==> src/pkg/aeu_pkg.sv <==
// constants and types shared by the addressing-mode unit
package aeu_pkg;
  localparam int         ADDR_W        = 16;
  localparam int         DATA_W        = 8;
  localparam int         MODE_W        = 4;
  // prefix bytes ahead of the opcode
  localparam logic [7:0] PFX_NONE      = 8'h00;
  localparam logic [7:0] PFX_SECOND_IX = 8'h90;
  localparam logic [7:0] PFX_IND_SECOND = 8'h91;
  localparam logic [7:0] PFX_INDIRECT  = 8'h92;
  // interrupt mask levels
  localparam logic [1:0] MASK_LEVEL_SET = 2'h3;
  localparam logic [1:0] MASK_LEVEL_CLR = 2'h0;
  localparam logic [1:0] MASK_RESET    = 2'h3;
  localparam logic [7:0] ZERO_PAGE     = 8'h00;
  localparam logic [15:0] ADDR_RESET   = 16'h0000;
  localparam logic [1:0] LEN_OPCODE    = 2'h1;

  typedef enum logic [MODE_W-1:0] {
    M_INHERENT, M_IMMEDIATE, M_DIR_S, M_DIR_L, M_IDX_0, M_IDX_S, M_IDX_L,
    M_IND_S, M_IND_L, M_INDIDX_S, M_INDIDX_L, M_REL_D, M_REL_I
  } aeu_mode_type;

  typedef enum logic [2:0] {
    S_IDLE, S_OPND1, S_OPND2, S_PTR1, S_PTR2, S_FINISH
  } aeu_state_type;
endpackage
==> src/pkg/aeu_calc_if.sv <==
// carrier between the sequencer and the address adder
`timescale 1ns/10ps
interface aeu_calc_if;
  logic [15:0] value;
  logic [7:0]  index;
  logic        add_index;
  logic [15:0] pc_next;
  logic [7:0]  rel_off;
  logic [15:0] ea;
  logic [15:0] target;
  modport core (output value, output index, output add_index, output pc_next,
                output rel_off, input ea, input target);
  modport calc (input value, input index, input add_index, input pc_next,
                input rel_off, output ea, output target);
endinterface

==> src/design/aeu_ea_calc.sv <==
// effective-address and branch-target adder
`timescale 1ns/10ps
module aeu_ea_calc (
  aeu_calc_if.calc c
);
  // unsigned index sum; wraps within the 64 Kbyte space
  assign c.ea     = c.add_index ? c.value + {8'h00, c.index} : c.value;
  // offset is sign-extended before it meets the next pc
  assign c.target = c.pc_next + {{8{c.rel_off[7]}}, c.rel_off};
endmodule // aeu_ea_calc

==> src/design/aeu_top.sv <==
// addressing-mode sequencer: operand fetch, pointer fetch, effective address
`timescale 1ns/10ps
module aeu_top (
  input  wire logic        REF_CLK,
  input  wire logic        RST,
  input  wire logic        START,
  input  wire logic [3:0]  MODE,
  input  wire logic [7:0]  PREFIX,
  input  wire logic        SHORT_ONLY,
  input  wire logic [15:0] PC,
  input  wire logic [7:0]  X_REG,
  input  wire logic [7:0]  Y_REG,
  input  wire logic        MASK_SET,
  input  wire logic        MASK_CLR,
  output logic             MEM_RD,
  output logic [15:0]      MEM_ADDR,
  input  wire logic [7:0]  MEM_RDATA,
  output logic             BUSY,
  output logic             DONE,
  output logic             ILLEGAL,
  output logic [15:0]      EA,
  output logic [7:0]       OPERAND,
  output logic [1:0]       INSTR_LEN,
  output logic [15:0]      NEXT_PC,
  output logic [15:0]      BRANCH_TARGET,
  output logic [1:0]       INT_MASK
);

  typedef struct packed {
    aeu_pkg::aeu_state_type st;
    aeu_pkg::aeu_mode_type  mode;
    logic                   pend;
    logic [15:0]            addr;
    logic [15:0]            pc;
    logic [7:0]             idx;
    logic [7:0]             b1;
    logic [7:0]             b2;
    logic [1:0]             len;
    logic                   done;
    logic                   illegal;
    logic [15:0]            ea;
    logic [15:0]            target;
    logic [1:0]             mask;
  } aeu_regs_type;

  aeu_regs_type s_q;
  aeu_regs_type s_d;
  aeu_pkg::aeu_mode_type m_in;
  aeu_pkg::aeu_mode_type m_eff;
  logic                  y_eff;
  logic                  long_mode;
  logic                  word_val;

  aeu_calc_if calc_c ();

  aeu_ea_calc u_calc (
    .c (calc_c)
  );

  // bytes that follow the opcode for each mode
  function automatic logic [1:0] opnd_bytes(input aeu_pkg::aeu_mode_type m);
    case (m)
      aeu_pkg::M_INHERENT, aeu_pkg::M_IDX_0: opnd_bytes = 2'h0;
      aeu_pkg::M_DIR_L, aeu_pkg::M_IDX_L:    opnd_bytes = 2'h2;
      default:                               opnd_bytes = 2'h1;
    endcase
  endfunction

  assign m_in = aeu_pkg::aeu_mode_type'(MODE);

  always_comb begin
    m_eff = m_in;
    y_eff = 1'b0;
    case (PREFIX)
      aeu_pkg::PFX_SECOND_IX: begin
        y_eff = 1'b1;
      end
      aeu_pkg::PFX_INDIRECT, aeu_pkg::PFX_IND_SECOND: begin
        y_eff = (PREFIX == aeu_pkg::PFX_IND_SECOND);
        case (m_in)
          aeu_pkg::M_DIR_S: m_eff = aeu_pkg::M_IND_S;
          aeu_pkg::M_DIR_L: m_eff = aeu_pkg::M_IND_L;
          aeu_pkg::M_IDX_S: m_eff = aeu_pkg::M_INDIDX_S;
          aeu_pkg::M_IDX_L: m_eff = aeu_pkg::M_INDIDX_L;
          aeu_pkg::M_REL_D: m_eff = aeu_pkg::M_REL_I;
          default:          m_eff = m_in;
        endcase
      end
      default: begin
        y_eff = 1'b0;
      end
    endcase
  end

  // long forms that short-only instructions refuse
  assign long_mode = (m_eff == aeu_pkg::M_DIR_L) || (m_eff == aeu_pkg::M_IDX_L) ||
                     (m_eff == aeu_pkg::M_IND_L) || (m_eff == aeu_pkg::M_INDIDX_L);

  // word pointers and operands are high byte first
  assign word_val = (s_q.mode == aeu_pkg::M_DIR_L) || (s_q.mode == aeu_pkg::M_IDX_L) ||
                    (s_q.mode == aeu_pkg::M_IND_L) || (s_q.mode == aeu_pkg::M_INDIDX_L);

  // index added only in indexed forms
  assign calc_c.value     = word_val ? {s_q.b1, s_q.b2} : {aeu_pkg::ZERO_PAGE, s_q.b1};
  assign calc_c.index     = s_q.idx;
  assign calc_c.add_index = (s_q.mode == aeu_pkg::M_IDX_S) ||
                            (s_q.mode == aeu_pkg::M_IDX_L) ||
                            (s_q.mode == aeu_pkg::M_INDIDX_S) ||
                            (s_q.mode == aeu_pkg::M_INDIDX_L);
  assign calc_c.pc_next   = s_q.pc + {14'h0000, s_q.len};
  assign calc_c.rel_off   = s_q.b1;

  always_comb begin
    s_d      = s_q;
    s_d.done = 1'b0;
    if (MASK_SET) begin
      s_d.mask = aeu_pkg::MASK_LEVEL_SET;
    end else if (MASK_CLR) begin
      s_d.mask = aeu_pkg::MASK_LEVEL_CLR;
    end
    case (s_q.st)
      aeu_pkg::S_IDLE: begin
        if (START) begin
          s_d.mode    = m_eff;
          s_d.idx     = y_eff ? Y_REG : X_REG;
          s_d.pc      = PC;
          s_d.addr    = PC + 16'h0001;
          s_d.b1      = 8'h00;
          s_d.b2      = 8'h00;
          s_d.pend    = 1'b0;
          s_d.len     = aeu_pkg::LEN_OPCODE + opnd_bytes(m_eff);
          s_d.illegal = SHORT_ONLY && long_mode;
          if ((opnd_bytes(m_eff) == 2'h0) || (SHORT_ONLY && long_mode)) begin
            s_d.st = aeu_pkg::S_FINISH;
          end else begin
            s_d.st = aeu_pkg::S_OPND1;
          end
        end
      end
      aeu_pkg::S_OPND1: begin
        if (!s_q.pend) begin
          s_d.pend = 1'b1;
        end else begin
          s_d.pend = 1'b0;
          s_d.b1   = MEM_RDATA;
          if (s_q.mode == aeu_pkg::M_DIR_L || s_q.mode == aeu_pkg::M_IDX_L) begin
            s_d.addr = s_q.addr + 16'h0001;
            s_d.st   = aeu_pkg::S_OPND2;
          end else if (s_q.mode == aeu_pkg::M_IND_S || s_q.mode == aeu_pkg::M_IND_L ||
                       s_q.mode == aeu_pkg::M_INDIDX_S ||
                       s_q.mode == aeu_pkg::M_INDIDX_L || s_q.mode == aeu_pkg::M_REL_I) begin
            s_d.addr = {aeu_pkg::ZERO_PAGE, MEM_RDATA};
            s_d.st   = aeu_pkg::S_PTR1;
          end else begin
            s_d.st = aeu_pkg::S_FINISH;
          end
        end
      end
      aeu_pkg::S_OPND2: begin
        if (!s_q.pend) begin
          s_d.pend = 1'b1;
        end else begin
          s_d.pend = 1'b0;
          s_d.b2   = MEM_RDATA;
          s_d.st   = aeu_pkg::S_FINISH;
        end
      end
      aeu_pkg::S_PTR1: begin
        if (!s_q.pend) begin
          s_d.pend = 1'b1;
        end else begin
          s_d.pend = 1'b0;
          s_d.b1   = MEM_RDATA;
          // word pointer needs a second read
          if (s_q.mode == aeu_pkg::M_IND_L || s_q.mode == aeu_pkg::M_INDIDX_L) begin
            s_d.addr = s_q.addr + 16'h0001;
            s_d.st   = aeu_pkg::S_PTR2;
          end else begin
            s_d.st = aeu_pkg::S_FINISH;
          end
        end
      end
      aeu_pkg::S_PTR2: begin
        if (!s_q.pend) begin
          s_d.pend = 1'b1;
        end else begin
          s_d.pend = 1'b0;
          s_d.b2   = MEM_RDATA;
          s_d.st   = aeu_pkg::S_FINISH;
        end
      end
      aeu_pkg::S_FINISH: begin
        s_d.ea     = (s_q.mode == aeu_pkg::M_IDX_0) ? {aeu_pkg::ZERO_PAGE, s_q.idx}
                                                     : calc_c.ea;
        s_d.target = calc_c.target;
        s_d.done   = 1'b1;
        s_d.st     = aeu_pkg::S_IDLE;
      end
      default: begin
        s_d.st = aeu_pkg::S_IDLE;
      end
    endcase
  end

  always_ff @(posedge REF_CLK) begin
    if (RST) begin
      s_q         <= '0;
      s_q.st      <= aeu_pkg::S_IDLE;
      s_q.mode    <= aeu_pkg::M_INHERENT;
      s_q.addr    <= aeu_pkg::ADDR_RESET;
      s_q.len     <= aeu_pkg::LEN_OPCODE;
      s_q.mask    <= aeu_pkg::MASK_RESET;
    end else begin
      s_q <= s_d;
    end
  end

  // a read is requested once, data is taken the following cycle
  assign MEM_RD        = (s_q.st != aeu_pkg::S_IDLE) && (s_q.st != aeu_pkg::S_FINISH) &&
                         !s_q.pend;
  assign MEM_ADDR      = s_q.addr;
  assign BUSY          = (s_q.st != aeu_pkg::S_IDLE);
  assign DONE          = s_q.done;
  assign ILLEGAL       = s_q.illegal;
  assign EA            = s_q.ea;
  assign OPERAND       = s_q.b1;
  assign INSTR_LEN     = s_q.len;
  assign NEXT_PC       = calc_c.pc_next;
  assign BRANCH_TARGET = s_q.target;
  assign INT_MASK      = s_q.mask;

  AST_INHERENT_ONE_BYTE: assert property (@(posedge REF_CLK) disable iff (RST)
    START && !BUSY && m_in == aeu_pkg::M_INHERENT |-> !MEM_RD ##2 DONE && INSTR_LEN == 2'h1)
    else $error("inherent instruction not one byte");

  AST_IMMEDIATE_LEN: assert property (@(posedge REF_CLK) disable iff (RST)
    DONE && s_q.mode == aeu_pkg::M_IMMEDIATE |-> INSTR_LEN == 2'h2 && OPERAND == $past(OPERAND))
    else $error("immediate length wrong");

  AST_SHORT_DIRECT_PAGE0: assert property (@(posedge REF_CLK) disable iff (RST)
    DONE && s_q.mode == aeu_pkg::M_DIR_S |-> EA[15:8] == 8'h00 && EA[7:0] == OPERAND)
    else $error("short direct outside page zero");

  AST_LONG_DIRECT_TWO_READS: assert property (@(posedge REF_CLK) disable iff (RST)
    START && !BUSY && m_eff == aeu_pkg::M_DIR_L && !SHORT_ONLY
    |=> MEM_RD ##2 MEM_RD && MEM_ADDR == $past(MEM_ADDR, 2) + 16'h0001 ##3 DONE)
    else $error("long direct fetch sequence wrong");

  AST_INDEX_SUM: assert property (@(posedge REF_CLK) disable iff (RST)
    DONE && s_q.mode == aeu_pkg::M_IDX_S |-> EA == {8'h00, s_q.b1} + {8'h00, s_q.idx})
    else $error("indexed sum wrong");

  AST_NO_OFFSET_INDEX: assert property (@(posedge REF_CLK) disable iff (RST)
    DONE && s_q.mode == aeu_pkg::M_IDX_0 |-> EA == {8'h00, s_q.idx} && INSTR_LEN == 2'h1)
    else $error("no-offset indexed wrong");

  AST_SHORT_INDEX_RANGE: assert property (@(posedge REF_CLK) disable iff (RST)
    DONE && s_q.mode == aeu_pkg::M_IDX_S |-> EA <= 16'h01fe)
    else $error("short indexed beyond 1fe");

  AST_POINTER_PAGE0: assert property (@(posedge REF_CLK) disable iff (RST)
    MEM_RD && s_q.st == aeu_pkg::S_PTR1 |-> MEM_ADDR[15:8] == 8'h00)
    else $error("pointer read outside page zero");

  AST_REL_TARGET: assert property (@(posedge REF_CLK) disable iff (RST)
    DONE && s_q.mode == aeu_pkg::M_REL_D
    |-> BRANCH_TARGET == s_q.pc + 16'h0002 + {{8{s_q.b1[7]}}, s_q.b1})
    else $error("relative target wrong");

  AST_SHORT_ONLY_REFUSE: assert property (@(posedge REF_CLK) disable iff (RST)
    START && !BUSY && SHORT_ONLY && long_mode |-> !MEM_RD ##2 DONE && ILLEGAL)
    else $error("long form not refused");

  AST_MASK_LEVEL: assert property (@(posedge REF_CLK) disable iff (RST)
    MASK_SET |=> INT_MASK == 2'h3)
    else $error("mask set not level 3");

endmodule // aeu_top

==> config.mk <==
export PLATFORM = sky130hd
export DESIGN_NAME = aeu_top
export DESIGN_NICKNAME = d
export VERILOG_FILES = /design/src/pkg/aeu_pkg.sv /design/src/pkg/aeu_calc_if.sv /design/src/design/aeu_ea_calc.sv /design/src/design/aeu_top.sv
export SDC_FILE = /design/constraint.sdc
export NUM_CORES = 1
export LEC_CHECK = 0
export ABC_CLOCK_PERIOD_IN_PS = 7000
export BUFFER_PORTS_ARGS = -buffer_cell sky130_fd_sc_hd__buf_2
export CAP_MARGIN = 20
export CORE_MARGIN = 3
export CORE_UTILIZATION = 33
export CTS_BUF_LIST = sky130_fd_sc_hd__clkbuf_4 sky130_fd_sc_hd__clkbuf_8
export DETAILED_ROUTE_END_ITERATION = 10
export GPL_TIMING_DRIVEN = 0
export PLACE_DENSITY = 0.56
export SLEW_MARGIN = 20
export SYNTH_ARGS = -nofsm -noshare
export SYNTH_HDL_FRONTEND = slang
export SYNTH_HIERARCHICAL = 1
export SYNTH_SLANG_ARGS = --single-unit
==> constraint.sdc <==
create_clock -name REF_CLK -period 7 [get_ports REF_CLK]
set_clock_uncertainty 0.1 [all_clocks]
set_input_delay 1.4 -clock REF_CLK [delete_from_list [all_inputs] [get_ports REF_CLK]]
set_output_delay 1.4 -clock REF_CLK [all_outputs]
set_load 0.005 [all_outputs]
==> flow_metrics.env, run 1 <==
export IMPL_slew_viol_final=0
export IMPL_drc=0
export IMPL_worst_hold_path_type="reg2reg"
export IMPL_gp_congestion=0.9013
export IMPL_grt_util_met3=0.02350
export IMPL_reg2reg_depth=15
export IMPL_clk_pin_slew_ns=0.11
export IMPL_layout_drive_gt1_share=0.2416
export IMPL_start_util=0.3406
export IMPL_vdd_ir_drop_max_mv=0.08178
export IMPL_outcome="finished clean"
export IMPL_grt_usage=0.1795
export IMPL_die_x_um=154.2
export IMPL_grtUsageMet2=0.2787
export IMPL_design_area_um2=8478
export IMPL_placementRows=53
export IMPL_cts_resized=0
export IMPL_finish_utilization=0.3983
export IMPL_r2r_end="EA[8]$_SDFFE_PP0P_"
export IMPL_final_hold_viol_count=0
export IMPL_antenna_left=0
export IMPL_firstDrtPassIters=4
export IMPL_cp_required_ns=5.50
export IMPL_synth_edf_count=0
export IMPL_vias=7032
export IMPL_syn2layout_area_growth_pct=16.95
export IMPL_nets=1151
export IMPL_clock_latency_ns=0.40
export IMPL_postCtsSetupBuffers=0
export IMPL_top_usage_layer="met2"
export IMPL_grt_overflow_total=0
export IMPL_dpl_hpwl_um=17090
export IMPL_avgRoutedWirePerCell_um=16.43
export IMPL_cts_buffer_depth=2
export IMPL_routed_via_density=5.236
export IMPL_final_cell_mix="buf_2 (145), nand2_1 (103), dfxtp_1 (101)"
export IMPL_io_buffers=135
export IMPL_first_global_vias=6411
export IMPL_post_route_min_period_ns=4.182
export IMPL_hold_buffers=0
export IMPL_netlist_instances=917
export IMPL_grt_max_degree=18
export IMPL_hold_path_startpoint="BRANCH_TARGET[5]$_SDFFE_PP0P_"
export IMPL_syn_area_um2=7249
export IMPL_placedInstanceArea_um2=8269
export IMPL_nFillCells=2247
export IMPL_totalWireLength_um=22060
export IMPL_cap_violations=0
export IMPL_clock_sinks=101
export IMPL_end_kind="primary output"
export IMPL_n_antenna_cell=0
export IMPL_antenna_found_initial=1
export IMPL_max_freq_ghz=0.2391
export IMPL_drtIter0Drc=422
export IMPL_coreArea_um2=21290
export IMPL_die_h_um=154.2
export IMPL_whs_path_depth=2
export IMPL_ioPinCount=138
export IMPL_syn_nets=1005
export IMPL_fin_total_pwr_mw=1.395
export IMPL_grt_use_met1=0.2574
export IMPL_cts_root_buf="clkbuf_8"
export IMPL_grt_pass1_wl_um=34770
export IMPL_rr_startpoint="s_q[98]$_SDFFE_PP0P_"
export IMPL_p_leak_nw=3.731
export IMPL_tritoncts="built"
export IMPL_r2r_slack_ns=2.96
export IMPL_syn_area_per_cell_um2=7.906
export IMPL_dp_cells=1327
export IMPL_crit_fanout=5
export IMPL_max_slew_margin=0.4673
export IMPL_startpoint_type="register"
export IMPL_fin_crit_sh=0.5974
export IMPL_h_tree_depth=3
export IMPL_crit_type="reg2out"
export IMPL_setup_viol=0
export IMPL_hold_end="BRANCH_TARGET[5]$_SDFFE_PP0P_"
export IMPL_final_cells=1343
export IMPL_rsz0062_at_grt="false"
export IMPL_synthArstFlopShare=0
export IMPL_die_area_um2=23780
export IMPL_yosysWarnings=6
export IMPL_numCtsBuffers=9
export IMPL_ys_ff_latch=101
export IMPL_synth_seq_area_share=0.2789
export IMPL_cp_arrival_ns=2.68
export IMPL_yosys_cell_types_count=79
export IMPL_worstMarginPinSlew_ns=0.7953
export IMPL_final_common_cell="buf_2"
export IMPL_power_density_nw_per_um2=164.5
export IMPL_final_setup_tns_ns=0
export IMPL_synth_flop_cell="dfxtp_1"
==> how the worst max path moves through the flow <==
stage | slack [ns] | cells past startpoint | endpoint | startpoint
2_1_floorplan | 3.54 | 15 | EA[6]$_SDFFE_PP0P_ | s_q[98]$_SDFFE_PP0P_
3_3_place_gp | 3.06 | 15 | EA[10]$_SDFFE_PP0P_ | s_q[98]$_SDFFE_PP0P_
3_5_place_dp | 3.01 | 15 | EA[8]$_SDFFE_PP0P_ | s_q[98]$_SDFFE_PP0P_
4_1_cts | 2.80 | 6 | NEXT_PC[14] | INSTR_LEN[1]$_SDFFE_PP0P_
5_1_grt | 2.62 | 7 | NEXT_PC[14] | INSTR_LEN[0]$_SDFFE_PP1P_
6_report | 2.82 | 6 | NEXT_PC[14] | INSTR_LEN[1]$_SDFFE_PP0P_
==> cells by family (layout without fill, tap and decap cells) <==
family | after synthesis | after routing | share of synthesized area
flops | 101 | 101 | 0.2789
mux | 37 | 37 | 0.05368
buf+inv | 134 | 285 | 0.1037
fa+ha+maj | 30 | 30 | 0.05488
xor+xnor | 52 | 52 | 0.06282
compound gates | 238 | 238 | 0.2211
simple gates | 325 | 325 | 0.2249
==> power breakdown <==
group          total, mW  leakage (nW)  internal (mW)  switching, mW
Sequential         0.637         0.822          0.603         0.0341
Combinational      0.344          2.81          0.142          0.202
Clock              0.413        0.0991          0.178          0.235
==> worst max-delay path: stages, from the launching register on <==
cell and delay [ns]:
dfxtp_1 0.54, inv_1 0.11, fa_1 0.53, nor3b_1 0.46
nand3_1 0.16, xnor2_1 0.30, buf_2 0.18
==> layer usage <==
layer	vias to the layer above	wire (um)
met4	2	455
li1	3530	-
met1	3310	10800
met3	28	1028
met5	-	13
met2	162	9762
==> through the flow <==
stage | hold WS, ns | setup WS (ns)
after floorplan | 0.3333 | 3.542
after global placement | 0.3444 | 3.062
after detailed placement | 0.3474 | 3.014
after CTS | 0.3628 | 2.798
after global routing | 0.3785 | 2.622
final | 0.3607 | 2.818
==> flip-flops by register name, indices dropped and copies added, names as in the netlist <==
name           cells
BRANCH_TARGET     16
DONE               1
EA                16
ILLEGAL            1
INSTR_LEN          2
INT_MASK           1
MEM_ADDR          16
OPERAND            8
calc_c.index       8
s_q               32
==> Yosys cell counts, drive strengths merged, types with 5 or more instances <==
| library cell | instances | area (um^2) |
|---|---|---|
| and2 | 7 | 46.30 |
| xor2 | 26 | 227.7 |
| nor3b | 10 | 90.09 |
| and4 | 5 | 43.79 |
| dfxtp | 101 | 2022 |
| a21oi | 75 | 379.1 |
| mux2i | 22 | 220.2 |
| xnor2 | 26 | 227.7 |
| nor2b | 16 | 100.1 |
| a211oi | 27 | 212.7 |
| nand2 | 103 | 386.6 |
| a31oi | 8 | 50.05 |
| a22oi | 26 | 195.2 |
| nand4 | 8 | 50.05 |
| and3 | 15 | 95.09 |
| or3 | 5 | 36.28 |
| nand2b | 11 | 71.32 |
| ha | 27 | 337.8 |
| o21a | 6 | 52.55 |
| o22ai | 6 | 50.04 |
| inv | 24 | 90.09 |
| nor3 | 19 | 110.1 |
| nand3 | 23 | 115.1 |
| a21o | 11 | 82.58 |
| clkbuf | 37 | 138.9 |
| buf | 72 | 519.3 |
| mux2 | 15 | 168.9 |
| o21ai | 34 | 170.2 |
| nor2 | 82 | 310.3 |
==> cell type report <==
class	count	area [um^2]	share of cell area
Multi-Input combinational cell	682	4476	0.5279
Sequential cell	101	2022	0.2385
Timing Repair Buffer	135	675.6	0.07969
Buffer	109	658.1	0.07763
Tap cell	275	344.1	0.04058
Clock buffer	10	137.6	0.01623
Inverter	25	93.84	0.01107
Clock inverter	6	71.32	0.008412
(Power assumes the default switching activity.)
==> run 2: changes to the inputs <==
--- a/config.mk
+++ b/config.mk
@@ -5,7 +5,7 @@
 export SDC_FILE = /design/constraint.sdc
 export NUM_CORES = 1
 export LEC_CHECK = 0
-export ABC_CLOCK_PERIOD_IN_PS = 7000
+export ABC_CLOCK_PERIOD_IN_PS = 4210
 export BUFFER_PORTS_ARGS = -buffer_cell sky130_fd_sc_hd__buf_2
 export CAP_MARGIN = 20
 export CORE_MARGIN = 3
==> constraint.sdc (replaced) <==
create_clock -name REF_CLK -period 4.21 [get_ports REF_CLK]
set_clock_uncertainty 0.1 [all_clocks]
set_input_delay 0.842 -clock REF_CLK [delete_from_list [all_inputs] [get_ports REF_CLK]]
set_output_delay 0.842 -clock REF_CLK [all_outputs]
set_load 0.005 [all_outputs]
==> flow_metrics.env, run 2 (synthesis results as in run 1) <==
export IMPL_fin_total_pwr_mw=2.321
export IMPL_multiInputGateArea_um2=4482
export IMPL_switching_share=0.3384
export IMPL_tritoncts="built"
export IMPL_grt_overflow_total=0
export IMPL_final_common_cell="buf_2"
export IMPL_grt_max_degree=18
export IMPL_antenna_left=0
export IMPL_placedInstanceArea_um2=8269
export IMPL_placementRows=53
export IMPL_path_buf_inv=1
export IMPL_antenna_found_initial=1
export IMPL_start_util=0.3406
export IMPL_startpoint_type="register"
export IMPL_die_area_um2=23780
export IMPL_cpMaxStageDelayCell="fa_1"
export IMPL_top_register="s_q"
export IMPL_die_x_um=154.2
export IMPL_nets=1151
export IMPL_gp_congestion=0.9013
export IMPL_crit_fanout=9
export IMPL_path_common_cell="a21o_1"
export IMPL_crit_chain="buf_2 -> nor2b_1 -> nand2_1 -> a21oi_1 -> a31oi_2 -> mux2_2 -> ha_1 -> fa_1 -> a21o_1 -> a21o_1 -> a211oi_2 -> nor3b_1 -> xor2_1 -> a22oi_1 -> nor2_1"
export IMPL_grt_usage=0.1795
export IMPL_numCtsBuffers=9
export IMPL_clock_sinks=101
export IMPL_hold_path_startpoint="BRANCH_TARGET[5]$_SDFFE_PP0P_"
export IMPL_drtIter0Drc=403
export IMPL_max_freq_ghz=0.2601
export IMPL_rr_startpoint="s_q[98]$_SDFFE_PP0P_"
export IMPL_cp_required_ns=4.37
export IMPL_power_density_nw_per_um2=273.5
export IMPL_drc=0
export IMPL_syn2layout_area_growth_pct=17.03
export IMPL_whs_path_depth=2
export IMPL_totalWireLength_um=22050
export IMPL_p_clk_frac=0.296
export IMPL_p_leak_nw=3.731
export IMPL_die_h_um=154.2
export IMPL_grt_pass1_wl_um=34770
export IMPL_avgRoutedWirePerCell_um=16.42
export IMPL_firstDrtPassIters=5
export IMPL_clk_pin_slew_ns=0.11
export IMPL_largest_register_ffs=32
export IMPL_post_route_min_period_ns=3.845
export IMPL_vias=7035
export IMPL_dpl_hpwl_um=17090
export IMPL_power_frac_comb=0.247
export IMPL_cap_violations=0
export IMPL_final_hold_viol_count=0
export IMPL_hold_buffers=0
export IMPL_power_switching_mw=0.7853
export IMPL_cp_arrival_ns=4.01
export IMPL_final_cell_mix="buf_2 (145), nand2_1 (103), dfxtp_1 (101)"
export IMPL_hold_end="BRANCH_TARGET[5]$_SDFFE_PP0P_"
export IMPL_layout_drive_gt1_share=0.2425
export IMPL_intPower_mw=1.535
export IMPL_crit_type="reg2reg"
export IMPL_setup_viol=0
export IMPL_whs_ns=0.3607
export IMPL_nFillCells=2247
export IMPL_pre_cts_ws_ns=0.2241
export IMPL_finalWorstSetupSlack_ns=0.3648
export IMPL_cts_buffer_depth=2
export IMPL_max_stage_delay_ns=0.42
export IMPL_clock_latency_ns=0.40
export IMPL_fin_crit_sh=0.9134
export IMPL_reg2reg_depth=15
export IMPL_vdd_ir_drop_max_mv=0.1359
export IMPL_r2r_end="EA[8]$_SDFFE_PP0P_"
export IMPL_finish_utilization=0.3986
export IMPL_dp_cells=1327
export IMPL_routed_via_density=5.238
export IMPL_end_kind="register"
export IMPL_first_global_vias=6411
export IMPL_final_cells=1343
export IMPL_io_buffers=135
export IMPL_rsz0062_at_grt="false"
export IMPL_design_area_um2=8484
export IMPL_coreArea_um2=21290
export IMPL_worst_hold_path_type="reg2reg"
export IMPL_slew_viol_final=0
export IMPL_seq_area_um2=2022
export IMPL_worstMarginPinSlew_ns=0.7965
export IMPL_crit_family="compound AO/OA/AOI/OAI gates"
export IMPL_final_setup_tns_ns=0
export IMPL_ioPinCount=138
export IMPL_h_tree_depth=3
export IMPL_cts_root_buf="clkbuf_8"
export IMPL_pwr_share_seq=0.457
export IMPL_outcome="finished clean"
export IMPL_max_slew_margin=0.4661
export IMPL_r2r_slack_ns=0.36
export IMPL_n_antenna_cell=0
[run 2: cell counts in the layout (fill, tap and decap cells not counted)]
No cell type changed its count.
[run 2: metal layers]
layer	routed length, um	track usage
met5	13	0
met4	496	0.05971
met3	884	0.02350
met2	9722	0.2787
met1	10930	0.2574
[run 2: layout make-up]
class,instances,area share
inverter,25,0.01106
tap,275,0.04055
timing repair buffer,135,0.07963
sequential,101,0.2383
clock buffer,10,0.01622
clock inverter,6,0.008406
buffer,109,0.07757
multi-input combinational,682,0.5282
[run 2: worst max-delay path by stage]
stage / startpoint / end / cells after the start / slack [ns]
floorplan: s_q[98]$_SDFFE_PP0P_ / EA[6]$_SDFFE_PP0P_ / 15 / 0.75
global placement: s_q[98]$_SDFFE_PP0P_ / EA[10]$_SDFFE_PP0P_ / 15 / 0.27
detailed placement: s_q[98]$_SDFFE_PP0P_ / EA[8]$_SDFFE_PP0P_ / 15 / 0.22
CTS: s_q[98]$_SDFFE_PP0P_ / EA[8]$_SDFFE_PP0P_ / 15 / 0.17
global route: s_q[98]$_SDFFE_PP0P_ / EA[8]$_SDFFE_PP0P_ / 15 / 0.07
finish: s_q[98]$_SDFFE_PP0P_ / EA[8]$_SDFFE_PP0P_ / 15 / 0.36
[run 2: worst reg2reg max path: cells and delay by family, from the launching register on]
kind	cells	cell delay, ns
multiplexers	1	0.41
AND/OR/NAND/NOR	4	0.39
buffers and inverters	1	0.20
AO/OA/AOI/OAI	6	1.49
flip-flops	1	0.32
adder cells (fa/ha/maj)	2	0.65
XOR/XNOR	1	0.17
[run 2: power by group through the flow]
stage / clock network [mW] / logic [mW] / registers, mW
2_1_floorplan: 0 / 0.383 / 1.06
3_3_place_gp: 0 / 0.564 / 1.08
3_5_place_dp: 0 / 0.569 / 1.08
4_1_cts: 0.698 / 0.571 / 1.06
5_1_grt: 0.735 / 0.640 / 1.07
6_report: 0.687 / 0.574 / 1.06
[run 2: repair_timing]
action / in CTS / in global routing
setup buffers: 0 / 0
resized for setup: 0 / 1
setup endpoints to repair: 0 / 6
==> run 3: changes to the inputs <==
--- a/config.mk
+++ b/config.mk
@@ -10,12 +10,11 @@
 export CAP_MARGIN = 20
 export CORE_MARGIN = 3
 export CORE_UTILIZATION = 33
-export CTS_BUF_LIST = sky130_fd_sc_hd__clkbuf_4 sky130_fd_sc_hd__clkbuf_8
+export CTS_BUF_LIST = sky130_fd_sc_hd__clkbuf_4
 export DETAILED_ROUTE_END_ITERATION = 10
 export GPL_TIMING_DRIVEN = 0
 export PLACE_DENSITY = 0.56
 export SLEW_MARGIN = 20
 export SYNTH_ARGS = -nofsm -noshare
 export SYNTH_HDL_FRONTEND = slang
-export SYNTH_HIERARCHICAL = 1
 export SYNTH_SLANG_ARGS = --single-unit
==> flow_metrics.env, run 3 <==
export IMPL_cpMaxStageDelayCell="nor3_1"
export IMPL_nets=1137
export IMPL_drtIter0Drc=529
export IMPL_clock_latency_ns=0.48
export IMPL_ys_ff_latch=101
export IMPL_max_freq_ghz=0.2617
export IMPL_coreArea_um2=20430
export IMPL_synth_most_common_cell="nand2_1"
export IMPL_synth_flop_cell="dfxtp_1"
export IMPL_reg2reg_depth=13
export IMPL_grt_util_met3=0.02813
export IMPL_gp_congestion=0.8745
export IMPL_yosysTopAreaCellShare=0.2914
export IMPL_vdd_ir_drop_max_mv=0.1254
export IMPL_whs_ns=0.3644
export IMPL_yosysWarnings=0
export IMPL_routed_via_density=5.146
export IMPL_placedInstanceArea_um2=7941
export IMPL_max_slew_margin=0.2806
export IMPL_drc=0
export IMPL_grt_max_degree=16
export IMPL_start_util=0.3396
export IMPL_grt_pass1_wl_um=34180
export IMPL_yosys_cell_types_count=76
export IMPL_worst_hold_path_type="reg2reg"
export IMPL_grtUsageMet2=0.2945
export IMPL_finalWorstSetupSlack_ns=0.3894
export IMPL_grt_usage=0.1900
export IMPL_synth_edf_count=0
export IMPL_layout_drive_gt1_share=0.2268
export IMPL_crit_type="reg2out"
export IMPL_tritoncts="built"
export IMPL_cp_required_ns=3.27
export IMPL_crit_fanout=10
export IMPL_totalWireLength_um=21550
export IMPL_die_h_um=151.0
export IMPL_r2r_end="BRANCH_TARGET[15]$_SDFFE_PP0P_"
export IMPL_max_stage_delay_ns=0.86
export IMPL_final_cell_mix="buf_2 (144), nand2_1 (121), dfxtp_1 (101)"
export IMPL_syn_area_um2=6938
export IMPL_placementRows=52
export IMPL_power_density_nw_per_um2=282.8
export IMPL_final_setup_tns_ns=0
export IMPL_avgRoutedWirePerCell_um=16.25
export IMPL_postCtsSetupBuffers=0
export IMPL_pre_cts_ws_ns=0.5160
export IMPL_clk_pin_slew_ns=0.17
export IMPL_antenna_left=0
export IMPL_io_buffers=133
export IMPL_yosysTopAreaCell="dfxtp_1"
export IMPL_grt_use_met1=0.2688
export IMPL_critPathLaunch="s_q[100]$_SDFFE_PP0P_"
export IMPL_worstMarginPinSlew_ns=1.071
export IMPL_grt_overflow_total=0
export IMPL_p_leak_nw=3.484
export IMPL_cts_resized=0
export IMPL_ys_top_cells_by_area="dfxtp_1 (29%), buf_4 (6.9%), nand2_1 (6.5%), a21oi_1 (5.3%), ha_1 (4.9%)"
export IMPL_die_area_um2=22800
export IMPL_final_cells=1326
export IMPL_hold_buffers=0
export IMPL_r2r_slack_ns=0.48
export IMPL_first_global_vias=6378
export IMPL_fin_crit_sh=0.9075
export IMPL_end_kind="primary output"
export IMPL_syn2layout_area_growth_pct=16.54
export IMPL_post_route_min_period_ns=3.821
export IMPL_startpoint_type="register"
export IMPL_worstSetupEndpoint="MEM_RD"
export IMPL_cts_buffer_depth=2
export IMPL_slew_viol_final=0
export IMPL_synth_seq_area_share=0.2914
export IMPL_rr_startpoint="INSTR_LEN[0]$_SDFFE_PP1P_"
export IMPL_h_tree_depth=3
export IMPL_netlist_instances=905
export IMPL_design_area_um2=8085
export IMPL_clock_sinks=101
export IMPL_nFillCells=2199
export IMPL_ioPinCount=138
export IMPL_outcome="finished clean"
export IMPL_dp_cells=1308
export IMPL_firstDrtPassIters=5
export IMPL_antenna_found_initial=2
export IMPL_numCtsBuffers=9
export IMPL_cp_arrival_ns=2.88
export IMPL_rsz0062_at_grt="false"
export IMPL_largest_register_ffs=32
export IMPL_setup_viol=0
export IMPL_vias=6823
export IMPL_die_x_um=151.0
export IMPL_final_hold_viol_count=0
export IMPL_crit_chain="clkbuf_1 -> nor3_1 -> clkbuf_1 -> nor3_1 -> buf_2"
export IMPL_top_usage_layer="met2"
export IMPL_synth_common_cells="nand2_1 (121), dfxtp_1 (101), nor2_1 (77)"
export IMPL_dpl_hpwl_um=16670
export IMPL_final_common_cell="buf_2"
export IMPL_synthArstFlopShare=0
export IMPL_top_register="s_q"
export IMPL_syn_nets=993
export IMPL_cts_root_buf="clkbuf_4"
export IMPL_cap_violations=0
export IMPL_syn_area_per_cell_um2=7.666
run 3: cell types whose count changed in the layout (fill, tap and decap cells not counted), moves of 10 or more:
cell	change
nor3_1	+13
nor2b_1	-13
clkbuf_8	-10
clkbuf_4	+12
nand2_1	+18
mux2i_1	-11
mux2_2	-13
o21ai_0	+22
a22oi_1	-17
run 3: stage by stage:
step	power, mW	utilization
finish	2.286	0.3958
global route	2.422	0.3958
CTS	2.297	0.3955
detailed placement	1.765	0.3887
global placement	1.760	0.3887
floorplan	1.528	-
run 3: layout make-up:
cell class	instances	area, um^2	share of cell area
clock inverter	4	48.80	0.006035
tap	270	337.8	0.04178
buffer	108	660.6	0.08171
inverter	23	86.33	0.01068
clock buffer	12	90.09	0.01114
sequential	101	2022	0.2501
timing repair buffer	133	665.6	0.08233
antenna	2	5.005	0.0006190
multi-input combinational	673	4169	0.5156
run 3: worst min path at each step:
stage                        startpoint             endpoint  cells past startpoint
floorplan           EA[13]$_SDFFE_PP0P_  EA[13]$_SDFFE_PP0P_                      2
global placement    EA[13]$_SDFFE_PP0P_  EA[13]$_SDFFE_PP0P_                      2
detailed placement  EA[13]$_SDFFE_PP0P_  EA[13]$_SDFFE_PP0P_                      2
CTS                 EA[13]$_SDFFE_PP0P_  EA[13]$_SDFFE_PP0P_                      2
global route         EA[6]$_SDFFE_PP0P_   EA[6]$_SDFFE_PP0P_                      2
finish              EA[15]$_SDFFE_PP0P_  EA[15]$_SDFFE_PP0P_                      2
run 3: cell families (layout without fill, tap and decap cells):
logic type	after synthesis	count (layout)	synth area share
and+or+nand+nor	334	334	0.2305
AOI/OAI and AO/OA	238	238	0.2179
buffers and inverters	131	280	0.1077
DFF	101	101	0.2914
xor gates and xnor gates	57	57	0.07394
adders and majority gates	30	30	0.05735
muxes	14	14	0.02128
other	0	2	0
run 3: power by group:
group / internal [mW] / switching [mW]
Clock: 0.200 / 0.340
Sequential: 1.01 / 0.0707
Combinational: 0.272 / 0.390
run 3: worst max-delay path: cells and delay by family (launching register included):
kind                   cells  cell delay [ns]
and+or+nand+nor            2             0.96
DFF                        1             0.41
buffers and inverters      3             1.01
run 3: per-layer routing:
metal	routed length [um]	vias up
met5	0	-
met3	1363	21
met1	10140	3135
met2	9599	221
met4	449	0
li1	-	3446
